<file path="config.mk">
export PLATFORM = sky130hd
export DESIGN_NAME = request_packet_decoder
export DESIGN_NICKNAME = d
export VERILOG_FILES = /design/src/rtl/request_packet_decoder.v
export VERILOG_INCLUDE_DIRS = /design/src /design/src/rtl
export SDC_FILE = /design/constraint.sdc
export NUM_CORES = 1
export LEC_CHECK = 0
export BUFFER_PORTS_ARGS = -buffer_cell sky130_fd_sc_hd__buf_2
export CAP_MARGIN = 20
export CORE_MARGIN = 8
export CORE_UTILIZATION = 55
export CTS_CLUSTER_DIAMETER = 150
export DETAILED_ROUTE_END_ITERATION = 7
export GPL_TIMING_DRIVEN = 1
export PLACE_DENSITY = 0.76
export SYNTH_ARGS = -nofsm -noshare
export SYNTH_HDL_FRONTEND = slang
export SYNTH_SLANG_ARGS = --single-unit
export TNS_END_PERCENT = 5
</file>
<file path="constraint.sdc">
create_clock -name core_clk -period 6.9 [get_ports core_clk]
set_input_delay 1.38 -clock core_clk [delete_from_list [all_inputs] [get_ports core_clk]]
set_output_delay 1.38 -clock core_clk [all_outputs]
set_load 0.05 [all_outputs]
</file>
<file path="src/rtl/request_packet_decoder_defs.vh">
// Constants for the request packet decoder
`ifndef REQUEST_PACKET_DECODER_DEFS_VH
`define REQUEST_PACKET_DECODER_DEFS_VH
// APB register byte offsets
`define RPD_CTRL_OFF       12'h000
`define RPD_STAT_OFF       12'h004
`define RPD_ADDR_LO_OFF    12'h008
`define RPD_ADDR_HI_OFF    12'h00C
`define RPD_CMD_OFF        12'h010
`define RPD_MASK_OFF       12'h014
`define RPD_HOLD_LO_OFF    12'h018
`define RPD_HOLD_HI_OFF    12'h01C
// Command code field values
`define CMD_READ           4'h0
`define CMD_SEQ_WRITE      4'h4
`define CMD_REG_READ       4'h6
`define CMD_REG_WRITE      4'h7
`define CMD_RAND_WRITE     4'h8
`define CMD_RAND_WRITE_BM  4'hC
`define CMD_BCAST_WRITE    4'hF
// Command extension values
`define EXT_NONE           2'h0
`define EXT_HELD_MASK      2'h1
`define EXT_PACKET_MASK    2'h2
`define EXT_HELD_DATA      2'h3
// Decoded kinds
`define KIND_RESERVED      4'h0
`define KIND_SEQ_READ      4'h1
`define KIND_RAND_READ     4'h2
`define KIND_REG_READ      4'h3
`define KIND_REG_WRITE     4'h4
`define KIND_BCAST_WRITE   4'h5
`define KIND_SEQ_WRITE     4'h6
`define KIND_RAND_WRITE    4'h7
`define KIND_RAND_WRITE_BM 4'h8
// Acknowledge codes
`define ACK_NONE           2'h0
`define ACK_OKAY           2'h1
`define ACK_RETRY          2'h2
// Ticks in a request packet
`define REQ_TICKS          3'h6
`define ID_WIDTH           8
`endif

</file>
<file path="src/rtl/request_packet_decoder.v">
// Request packet framer and command decoder with APB status and control
//
// Added by the designer: the placing of the registers and register access over APB.
`timescale 1ns/10ps
// Behaviour
// - Cycles 0-1 carry start, command, address bits
// - Cycles 2-5 carry extension, count, spare, address
// - Frame only when idle and not awaiting acknowledge
// - Decode reads, register read/write, broadcast write
// - Write codes take extension as mask type
// - Unmasked write leaves holding register untouched
// - Held-mask write uses holding register as mask
// - Held-data write uses holding register as data
// - Packet mask loads holding register; masks counted
// - Byte-mask octbytes come beyond counted data
// - Sequential ascending; random addresses from serial
// - Access needs identity match with base register
// - Broadcast write ignores identity match
// - Register commands move one quadbyte, address 35:2
// - Memory address 35:3, count 7:3 plus one
// - First mask enables from address 2:0 upward
// - Last mask enables up to count 2:0
// - Write masks first, last; single octbyte ANDs
// - Reads ignore the byte masks
// - Acknowledge okay or retry; broadcast never okay
// - First random low address from request bits 10:3
`include "request_packet_decoder_defs.vh"
module request_packet_decoder #(
  parameter ID_WIDTH = `ID_WIDTH
) (
  // Clock and reset
  input  wire        core_clk,
  input  wire        sys_rst,
  // APB slave
  input  wire        psel,
  input  wire        penable,
  input  wire        pwrite,
  input  wire [11:0] paddr,
  input  wire [31:0] pwdata,
  output reg  [31:0] prdata,
  output wire        pready,
  output wire        pslverr,
  // Channel pins, sampled from the link domain
  input  wire        rx_clk,
  input  wire        channel_control_line,
  input  wire [8:0]  channel_data_lines,
  input  wire        channel_enable_line,
  // Core side: decoded request
  input  wire        core_busy,
  input  wire        ack_done,
  output reg         req_valid,
  output reg  [3:0]  req_kind,
  output reg  [35:0] req_addr,
  output reg  [7:0]  req_count,
  output reg  [5:0]  octbyte_total,
  output reg  [7:0]  first_octbyte_lane_mask,
  output reg  [7:0]  last_octbyte_lane_mask,
  output reg  [7:0]  single_octbyte_lane_mask,
  output reg  [1:0]  mask_source,
  output reg  [1:0]  data_source,
  output reg         hold_load,
  output reg         sequential_access,
  output reg         serial_addr_used,
  output reg         access_enable,
  output reg  [1:0]  ack_code,
  output reg  [7:0]  serial_low_address,
  output reg         serial_addr_valid
);

  // Three-stage samplers; second and third agree before a change counts
  reg [2:0]  clk_s_r;
  reg [2:0]  ctl_s_r;
  reg [2:0]  en_s_r;
  reg [26:0] dat_s_r;
  reg        clk_q_r;
  reg        ctl_q_r;
  reg        en_q_r;
  reg [8:0]  dat_q_r;
  wire       clk_rise;
  wire       clk_fall;

  always @(posedge core_clk)
  begin
    if (sys_rst)
    begin
      clk_s_r <= 3'h0;
      ctl_s_r <= 3'h0;
      en_s_r  <= 3'h0;
      dat_s_r <= 27'h000_0000;
      clk_q_r <= 1'b0;
      ctl_q_r <= 1'b0;
      en_q_r  <= 1'b0;
      dat_q_r <= 9'h000;
    end
    else
    begin
      clk_s_r <= {clk_s_r[1:0], rx_clk};
      ctl_s_r <= {ctl_s_r[1:0], channel_control_line};
      en_s_r  <= {en_s_r[1:0], channel_enable_line};
      dat_s_r <= {dat_s_r[17:0], channel_data_lines};
      if (clk_s_r[1] == clk_s_r[2])
        clk_q_r <= clk_s_r[2];
      if (ctl_s_r[1] == ctl_s_r[2])
        ctl_q_r <= ctl_s_r[2];
      if (en_s_r[1] == en_s_r[2])
        en_q_r <= en_s_r[2];
      if (dat_s_r[17:9] == dat_s_r[26:18])
        dat_q_r <= dat_s_r[26:18];
    end
  end

  // Rising edge is the even tick, falling edge the odd tick.
  // Data is taken from the agreed copy, which lags the pins by a fixed delay.
  assign clk_rise = (clk_s_r[1] == clk_s_r[2]) && clk_s_r[2] && !clk_q_r;
  assign clk_fall = (clk_s_r[1] == clk_s_r[2]) && !clk_s_r[2] && clk_q_r;
  wire tick = clk_rise | clk_fall;

  // Lane mask helpers
  function [7:0] first_mask;
    input [2:0] a;
    begin
      first_mask = 8'hFF << a;
    end
  endfunction

  function [7:0] last_mask;
    input [2:0] c;
    begin
      last_mask = 8'hFF >> (3'h7 - c);
    end
  endfunction

  // Registers
  reg [ID_WIDTH-1:0] base_id_r;
  reg                enable_r;
  reg [63:0]         mask_data_holding_register;
  reg [31:0]         frame_cnt_r;
  reg [31:0]         reserved_cnt_r;

  // Framing state
  localparam ST_IDLE  = 2'h0;
  localparam ST_FRAME = 2'h1;
  localparam ST_ACK   = 2'h2;
  reg [1:0]  state_r;
  reg [2:0]  tick_r;
  reg [53:0] pkt_r;  // five ticks of control plus data, control in bit 9 of each
  reg [7:0]  sa_shift_r;
  reg [2:0]  sa_cnt_r;

  // Field extraction from the six collected ticks
  wire [9:0] t0 = pkt_r[9:0];
  wire [9:0] t1 = pkt_r[19:10];
  wire [9:0] t2 = pkt_r[29:20];
  wire [9:0] t3 = pkt_r[39:30];
  wire [9:0] t4 = pkt_r[49:40];
  wire [9:0] t5 = {ctl_q_r, dat_q_r};
  wire [3:0]  command_code_field      = {t1[8], t3[9], t1[9], t0[8]};
  wire [1:0]  command_extension_field = {t2[9], t4[9]};
  wire [35:0] f_addr  = {t3[8:0], t2[8:0], t1[7:0], t0[7:0], t5[1:0]};
  wire [7:0]  f_count = {t5[6], t4[6], t5[5], t4[5], t5[4], t4[4], t5[3:2]};
  wire [8:0]  request_spare_bits = {t5[9:7], t4[8:7], t4[3:0]};
  wire        device_select_hit  = (f_addr[35:36-ID_WIDTH] == base_id_r);

  reg [3:0] kind_c;
  always @*
  begin
    kind_c = `KIND_RESERVED;
    case (command_code_field)
      `CMD_READ:
        if (command_extension_field == `EXT_NONE)
          kind_c = `KIND_SEQ_READ;
        else if (command_extension_field == `EXT_HELD_MASK)
          kind_c = `KIND_RAND_READ;
      `CMD_REG_READ:
        if (command_extension_field == `EXT_NONE)
          kind_c = `KIND_REG_READ;
      `CMD_REG_WRITE:
        if (command_extension_field == `EXT_NONE)
          kind_c = `KIND_REG_WRITE;
      `CMD_BCAST_WRITE:
        if (command_extension_field == `EXT_NONE)
          kind_c = `KIND_BCAST_WRITE;
      `CMD_SEQ_WRITE:
        kind_c = `KIND_SEQ_WRITE;
      `CMD_RAND_WRITE:
        kind_c = `KIND_RAND_WRITE;
      `CMD_RAND_WRITE_BM:
        if (command_extension_field != `EXT_PACKET_MASK)
          kind_c = `KIND_RAND_WRITE_BM;
      default:
        kind_c = `KIND_RESERVED;
    endcase
  end

  wire is_write = (kind_c == `KIND_SEQ_WRITE) || (kind_c == `KIND_RAND_WRITE) ||
                  (kind_c == `KIND_RAND_WRITE_BM);
  wire is_reg   = (kind_c == `KIND_REG_READ) || (kind_c == `KIND_REG_WRITE) ||
                  (kind_c == `KIND_BCAST_WRITE);
  wire is_rand  = (kind_c == `KIND_RAND_READ) || (kind_c == `KIND_RAND_WRITE) ||
                  (kind_c == `KIND_RAND_WRITE_BM);
  wire selected = (kind_c == `KIND_BCAST_WRITE) || device_select_hit;
  wire do_access = enable_r && (kind_c != `KIND_RESERVED) && selected;

  always @(posedge core_clk)
  begin
    if (sys_rst)
    begin
      state_r <= ST_IDLE;
      tick_r <= 3'h0;
      pkt_r <= 54'h0;
      req_valid <= 1'b0;
      req_kind <= `KIND_RESERVED;
      req_addr <= 36'h0;
      req_count <= 8'h00;
      octbyte_total <= 6'h00;
      first_octbyte_lane_mask <= 8'h00;
      last_octbyte_lane_mask <= 8'h00;
      single_octbyte_lane_mask <= 8'h00;
      mask_source <= `EXT_NONE;
      data_source <= `EXT_NONE;
      hold_load <= 1'b0;
      sequential_access <= 1'b0;
      serial_addr_used <= 1'b0;
      access_enable <= 1'b0;
      ack_code <= `ACK_NONE;
      frame_cnt_r <= 32'h0000_0000;
      reserved_cnt_r <= 32'h0000_0000;
      sa_shift_r <= 8'h00;
      sa_cnt_r <= 3'h0;
      serial_low_address <= 8'h00;
      serial_addr_valid <= 1'b0;
    end
    else
    begin
      req_valid <= 1'b0;
      serial_addr_valid <= 1'b0;
      case (state_r)
        ST_IDLE:
          // Start bit is seen on an even tick only
          if (clk_rise && ctl_q_r)
          begin
            pkt_r <= {44'h0, ctl_q_r, dat_q_r};
            tick_r <= 3'h1;
            state_r <= ST_FRAME;
          end
        ST_FRAME:
          if (tick)
          begin
            if (tick_r == `REQ_TICKS - 3'h1)
            begin
              req_valid <= 1'b1;
              req_kind <= kind_c;
              // register space drops bits 1:0, memory space drops 2:0
              req_addr <= is_reg ? {f_addr[35:2], 2'b00} : {f_addr[35:3], 3'b000};
              req_count <= f_count;
              octbyte_total <= is_reg ? 6'h01 :
                               (kind_c == `KIND_RAND_WRITE_BM) ? {1'b0, f_count[7:3]} + 6'h05 :
                               {1'b0, f_count[7:3]} + 6'h01;
              first_octbyte_lane_mask <= is_write ? first_mask(f_addr[2:0]) : 8'hFF;
              last_octbyte_lane_mask <= is_write ? last_mask(f_count[2:0]) : 8'hFF;
              single_octbyte_lane_mask <= is_write ?
                (first_mask(f_addr[2:0]) & last_mask(f_count[2:0])) : 8'hFF;
              // sources: mask 0 none, 1 holding register, 2 packet; data 0 packet, 1 holding register
              mask_source <= !is_write ? `EXT_NONE : command_extension_field;
              data_source <= (is_write && command_extension_field == `EXT_HELD_DATA) ?
                             2'h1 : 2'h0;
              // A retried request leaves the holding register alone
              hold_load <= is_write && command_extension_field == `EXT_PACKET_MASK && do_access && !core_busy;
              sequential_access <= (kind_c == `KIND_SEQ_WRITE) || (kind_c == `KIND_SEQ_READ);
              serial_addr_used <= is_rand;
              access_enable <= do_access && !core_busy;
              ack_code <= (!do_access) ? `ACK_NONE :
                          core_busy ? `ACK_RETRY :
                          (kind_c == `KIND_BCAST_WRITE) ? `ACK_NONE : `ACK_OKAY;
              frame_cnt_r <= frame_cnt_r + 32'h0000_0001;
              if (kind_c == `KIND_RESERVED || request_spare_bits != 9'h000)
                reserved_cnt_r <= reserved_cnt_r + 32'h0000_0001;
              sa_cnt_r <= 3'h0;
              state_r <= ST_ACK;
            end
            else
            begin
              pkt_r[tick_r*10 +: 10] <= {ctl_q_r, dat_q_r};
              tick_r <= tick_r + 3'h1;
            end
          end
        ST_ACK:
        begin
          // Serial low addresses arrive LSB first, one bit a tick
          if (tick && serial_addr_used)
          begin
            sa_shift_r <= {en_q_r, sa_shift_r[7:1]};
            sa_cnt_r <= sa_cnt_r + 3'h1;
            if (sa_cnt_r == 3'h7)
            begin
              serial_low_address <= {en_q_r, sa_shift_r[7:1]};
              serial_addr_valid <= 1'b1;
            end
          end
          if (ack_done)
          begin
            state_r <= ST_IDLE;
            access_enable <= 1'b0;
            hold_load <= 1'b0;
          end
        end
        default:
          state_r <= ST_IDLE;
      endcase
    end
  end

  // APB slave, zero wait states
  wire apb_wr = psel && penable && pwrite;
  assign pready  = 1'b1;
  assign pslverr = 1'b0;

  always @(posedge core_clk)
  begin
    if (sys_rst)
    begin
      base_id_r <= {ID_WIDTH{1'b0}};
      enable_r <= 1'b0;
      mask_data_holding_register <= 64'h0000_0000_0000_0000;
    end
    else if (apb_wr)
    begin
      case (paddr)
        `RPD_CTRL_OFF:
        begin
          enable_r <= pwdata[0];
          base_id_r <= pwdata[8 +: ID_WIDTH];
        end
        `RPD_HOLD_LO_OFF:
          mask_data_holding_register[31:0] <= pwdata;
        `RPD_HOLD_HI_OFF:
          mask_data_holding_register[63:32] <= pwdata;
        default:
          enable_r <= enable_r;
      endcase
    end
  end

  always @*
  begin
    case (paddr)
      `RPD_CTRL_OFF:
        prdata = {{(24-ID_WIDTH){1'b0}}, base_id_r, 7'h00, enable_r};
      `RPD_STAT_OFF:
        prdata = {16'h0000, reserved_cnt_r[7:0], 4'h0, access_enable, ack_code, state_r == ST_FRAME};
      `RPD_ADDR_LO_OFF:
        prdata = req_addr[31:0];
      `RPD_ADDR_HI_OFF:
        prdata = {28'h000_0000, req_addr[35:32]};
      `RPD_CMD_OFF:
        prdata = {frame_cnt_r[15:0], 2'h0, octbyte_total, req_kind, req_count[3:0]};
      `RPD_MASK_OFF:
        prdata = {8'h00, single_octbyte_lane_mask, last_octbyte_lane_mask, first_octbyte_lane_mask};
      `RPD_HOLD_LO_OFF:
        prdata = mask_data_holding_register[31:0];
      `RPD_HOLD_HI_OFF:
        prdata = mask_data_holding_register[63:32];
      default:
        prdata = 32'h0000_0000;
    endcase
  end

endmodule // request_packet_decoder

</file>
# ---- Word-level counts from Yosys, hierarchy flattened
# Cells that the tools add are included.
# W data, S select, Z words.
dict set report totals {
  memories 0
  ram_bits 0
  mem_bits_ro 0
  ff_bits 353
  latchBits 0
  wordCells 190
  out_inout_bits 132
  inputBits 63
}
dict set report classes {
  mul 1
  bitwise 6
  shifts 4
  div_mod_pow 0
  n_reduce_logical 49
  eq_ne 40
  n_addsub 8
  n_lt_le_gt_ge 0
  n_mux 46
}
# cell count
set op_table {}
lappend op_table {{$pmux W32 S8} 1}
lappend op_table {{$mux W54} 3}
lappend op_table {{$pmux W54 S2} 1}
lappend op_table {{$add A32 B1 Y32 const B} 2}
lappend op_table {{$bwmux W54} 1}
lappend op_table {{$shift A10 B34 Y54 const A} 1}
lappend op_table {{$shiftx A10 B34 Y54} 1}
lappend op_table {{$eq A12 B5 Y1 const B} 4}
lappend op_table {{$neg A7 Y34} 1}
lappend op_table {{$eq A4 B3 Y1 const B} 7}
lappend op_table {{$pmux W4 S7} 1}
lappend op_table {{$mux W3} 9}
lappend op_table {{$eq A12 B4 Y1 const B} 2}
lappend op_table {{$mux W8} 3}
lappend op_table {{$mux W2} 10}
lappend op_table {{$reduce_and A4 Y1} 5}
lappend op_table {{$eq A4 B4 Y1 const B} 4}
lappend op_table {{$logic_and A1 B1 Y1} 15}
lappend op_table {{$ne A2 B2 Y1 const B} 7}
lappend op_table {{$eq A12 B3 Y1 const B} 1}
lappend op_table {{$logic_not A12 Y1} 1}
lappend op_table {{$mux W6} 2}
lappend op_table {{$pmux W3 S2} 2}
lappend op_table {{$eq A9 B9 Y1} 1}
lappend op_table {{31 further kinds} 69}

# ---- Logic depth before layout (Yosys ltp)
dict set report logic_depth {
  depth_word 13
  depth_mapped 14
  ltp_nobuf 13
}

# ---- Worst setup path before layout
# Ideal clock, no wire load.
dict set report synth_timing {
  path_type {in2out}
  start {input port paddr[9]}
  end {output port prdata[11]}
  n_path_buf 1
  path_slack_ns 2.371
  cell_stages 6
  required_time_ns 5.520
  arrival_time_ns 3.149
  cell_sequence {nor4_1 -> nand3_1 -> nor3_2 -> clkbuf_1 -> a22oi_1 -> nand3_1}
}
dict set report synth_between {
  elab_chain_cells 2
  word_cells_on_any_way 9
  cone_classes {7 x eq/ne; 1 x mux; 1 x reduce/logical}
}
# element line_no
set synth_lines {}
lappend synth_lines {{start: declaration} request_packet_decoder.v:38} ;# input wire [11:0] paddr,
lappend synth_lines {{$eq A12 B5 Y1 (tied with other cells)} request_packet_decoder.v:346} ;# case (paddr)
lappend synth_lines {{$pmux W32 S8 (*)} request_packet_decoder.v:346}
lappend synth_lines {{end: declaration} request_packet_decoder.v:40} ;# output reg [31:0] prdata,
# Every way passes the cells marked *; elsewhere a longest branch is shown, timed or not.

# ---- Worst setup path after layout
dict set report layout_timing {
  start {input port paddr[9]}
  end {output port prdata[8]}
}
# The elaborated chain is that of the path after synthesis.

==> results.yml <==
status:
  outcome: "completed"
synthesis:
  ys.flop_type: "dfxtp_1"
  post-synth-top-area-fraction_pct: 42.1
  yosysWarningCount: 0
  yosysUniqueCellTypes: 85
  netlist_area_um2: 14300
  synth_top_area_cell: "dfxtp_1"
  synth_cells: 1768
  ys_seq_area_share_pct: 42.1
  syn_avg_cell_area_um2: 8.09
  synth-edff-count: 0
  yosys-top-cells-area: "dfxtp_1 42%, nand2_1 8.9%, a21oi_1 6.3%"
  synthArstFlopShare_pct: 0
  synth_seq_cells: 301
setup_path:
  endpoint: "prdata[8]"
  crit_required_ns: 5.52
  max_stage_delay_ns: 0.87
  worst-path-stages: 8
  r2r_end: "pkt_r[4]$_SDFFE_PP0P_"
  arrival_ns: 4.03
  end_kind: "primary output"
  startpoint: "paddr[9]"
  cp_max_fo: 16
  critPathTopFamily: "simple AND/OR/NAND/NOR gates"
  worstReg2RegStart: "tick_r[1]$_SDFFE_PP0P_"
  reg2regPathDepth: 12
  reg2reg_setup_slack_ns: 2.50
  crit_buf_inv: 3
  crit_path_start_kind: "primary input"
  path_cells: "buf_2, nor4_1, nand3_1, nor3_2, buf_4, a222oi_1, nand3_1, buf_2"
  worst_path_max_delay_cell: "nor3_2"
  path_class: "in2out"
die:
  die_x_um: 177
  die_area_um2: 31400
  row_count: 59
  fp.dieH_um: 177
  ios: 195
  start_util_pct: 55.4
  core_um2: 25800
clock_network:
  clkTransAtPathRegs_ns: 0.06
  cts_hold_buf: 0
  cts_max_level: 1
  cts_root_buf: "clkbuf_16"
  clock_latency_ns: 0.57
  max-clock-path-buffers: 3
  cts_made_buffers: 31
  cts_setup_buffers: 0
  cts_tree: "done"
  cts-resized-gates: 0
  clock_sinks: 301
pwr:
  power_density_nw_per_um2: 225
  leakage_nw: 6.26
  total_power_mw: 3.69
  vdd_drop_max_mv: 0.192
cells_and_area:
  finish.utilization_pct: 63.6
  nets: 1953
  antenna_cells: 0
  area_growth_pct: 14.8
  drive_gt1_share_pct: 16.3
run:
  max_cap_violations: 0
route:
  drt_iter0_markers: 1641
  drcViolationCount: 0
  vias: 13900
  ant_nets: 0
  routed_wirelength_um: 48300
  drt_first_pass_iters: 6
  vias_per_cell: 6.23
  routedWlPerCell_um: 21.6
placed_design:
  place.gp.congestion: 0.988
  place.port_buffers: 189
  dp_hpwl_um: 35000
global_routing:
  grt_pass1_vias: 12800
  grt_pass1_wl_um: 73500
  antenna_found_initial: 0
  met3_usage_pct: 5.01
  use_met2_pct: 46.5
  overflow: 0
  grt_start_max_net_pins: 129
  grt.busiest_layer: "met2"
  grt_use_met1_pct: 37.9
  grt_usage_pct: 29.3
hold_path:
  hold_class: "reg2reg"
  holdPathStages: 1
timing:
  fin_tns_setup_ns: 0
  hold_violations: 0
  setup_viol: 0
  min_period_over_period_pct: 78.4
  fin_crit_ns: 5.41
  worstMarginPinSlew_ns: 1.08
  holdWs_ns: 0.436
  slew_viol_final: 0
  finClkSkew_ns: 0.0151
  rsz0062_at_grt: "false"
  max_freq_mhz: 185
  max_slew_margin_pct: 27.0
==> sequential cells by signal, summed over array words and instances (netlist names), 7 cells and up <==
register	count
sa_shift_r	7
dat_s_r	27
pkt_r	49
dat_q_r	9
first_octbyte_lane_mask	7
last_octbyte_lane_mask	8
reserved_cnt_r	8
frame_cnt_r	16
req_count	8
serial_low_address	8
base_id_r	8
mask_data_holding_register	64
req_addr	34
==> area by class of cell <==
| class | instances | area [um2] |
|---|---|---|
| flip-flops and latches | 301 | 6030 |
| multi-input cells | 1307 | 7620 |
| well taps | 335 | 419 |
| inverters | 20 | 75.1 |
| repair buffers | 213 | 1140 |
| clock buffers | 40 | 860 |
| clock inverters | 16 | 283 |
| fillers | 2298 | 9410 |
==> cells in the mapped netlist, types with 5 or more instances <==
cell type and n:
clkbuf_1 94, buf_1 9, o31ai_1 7, buf_4 10, dfxtp_1 301, or4_1 6, a21oi_1 179, a211oi_1 20
and2_1 8, o21ai_0 33, nor2_1 140, a31oi_1 10, nor2b_1 46, xor2_1 21, nand2b_1 15, o211ai_1 7
a22o_1 9, a32oi_1 5, xnor2_1 21, o22ai_1 8, ha_1 16, mux2_2 12, nor4_1 9, a22oi_1 64
and3_1 17, a21o_1 10, inv_1 20, o311ai_0 5, nor3_1 36, mux2i_1 38, nand2_1 341, o21ai_1 6
or3_1 10, nand3b_1 6, buf_2 26, a222oi_1 21, nand3_1 68, nand4_1 28
==> power breakdown <==
part | switching [mW] | leakage (nW) | internal (mW)
Combinational | 0.0598 | 3.27 | 0.0306
Sequential | 0.00697 | 2.43 | 1.75
Clock | 0.706 | 0.562 | 1.14
==> cells by family (layout without fill, tap and decap cells) <==
logic type                 count (synthesis)  count (layout)  synth area share, %
buffers and inverters                    163             289                 4.98
adders and majority gates                 16              16                 1.40
AOI/OAI and AO/OA                        426             426                 19.5
muxes                                     55              55                 4.18
other                                      2               5               0.0525
xor gates and xnor gates                  44              44                 2.80
and+or+nand+nor                          761             761                 25.0
DFF                                      301             301                 42.1
==> metrics by stage <==
step	setup slack, ns	instance area [um2]	cells
final	1.49	16400	2232
after global routing	1.15	16400	2232
after CTS	1.52	16400	2232
after detailed placement	1.53	15300	2176
after global placement	1.56	15300	2175
after floorplan	2.37	14300	1771
==> cell usage in the layout (no fill, tap or decap), types with 9 or more instances in the layout <==
cell type,Yosys,routed
nor2b_1,46,46
a31oi_1,10,10
nand2_1,341,341
clkbuf_16,0,31
a211oi_1,20,20
buf_2,26,188
and3_1,17,17
a21o_1,10,10
o21ai_0,33,33
nand3_1,68,68
buf_4,10,23
or3_1,10,10
xor2_1,21,20
dfxtp_1,301,301
nor2_1,140,139
a21oi_1,179,179
a222oi_1,21,21
ha_1,16,16
xnor2_1,21,21
nand4_1,28,28
nand2b_1,15,15
a22oi_1,64,64
mux2_2,12,12
inv_1,20,20
nor3_1,36,34
mux2i_1,38,38
a22o_1,9,9
==> layer usage <==
layer	vias up	share of wire [%]	wire length, um
met5	-	0	0
met4	0	5.4	2590
met3	153	9.2	4420
met2	747	45	21600
met1	6539	41	19700
li1	6463	-	-
==> worst min-delay path by stage <==
stage	slack [ns]	from	to
4_1_cts	0.43	ctl_s_r[0]$_SDFF_PP0_	ctl_s_r[1]$_SDFF_PP0_
3_5_place_dp	0.42	dat_s_r[7]$_SDFF_PP0_	dat_s_r[16]$_SDFF_PP0_
5_1_grt	0.45	ctl_s_r[0]$_SDFF_PP0_	ctl_s_r[1]$_SDFF_PP0_
6_report	0.44	dat_s_r[7]$_SDFF_PP0_	dat_s_r[16]$_SDFF_PP0_
2_1_floorplan	0.41	clk_s_r[0]$_SDFF_PP0_	clk_s_r[1]$_SDFF_PP0_
3_3_place_gp	0.42	dat_s_r[8]$_SDFF_PP0_	dat_s_r[17]$_SDFF_PP0_
==> worst reg2reg max path: cells and delay by family, from the launching register on <==
kind,cells,cell delay (ns)
AND/OR/NAND/NOR,5,1.48
adder cells (fa/ha/maj),3,1.30
AO/OA/AOI/OAI,3,0.82
flip-flops,1,0.66
buffers and inverters,1,0.05
No activity file was read; power rests on OpenSTA's default activity.
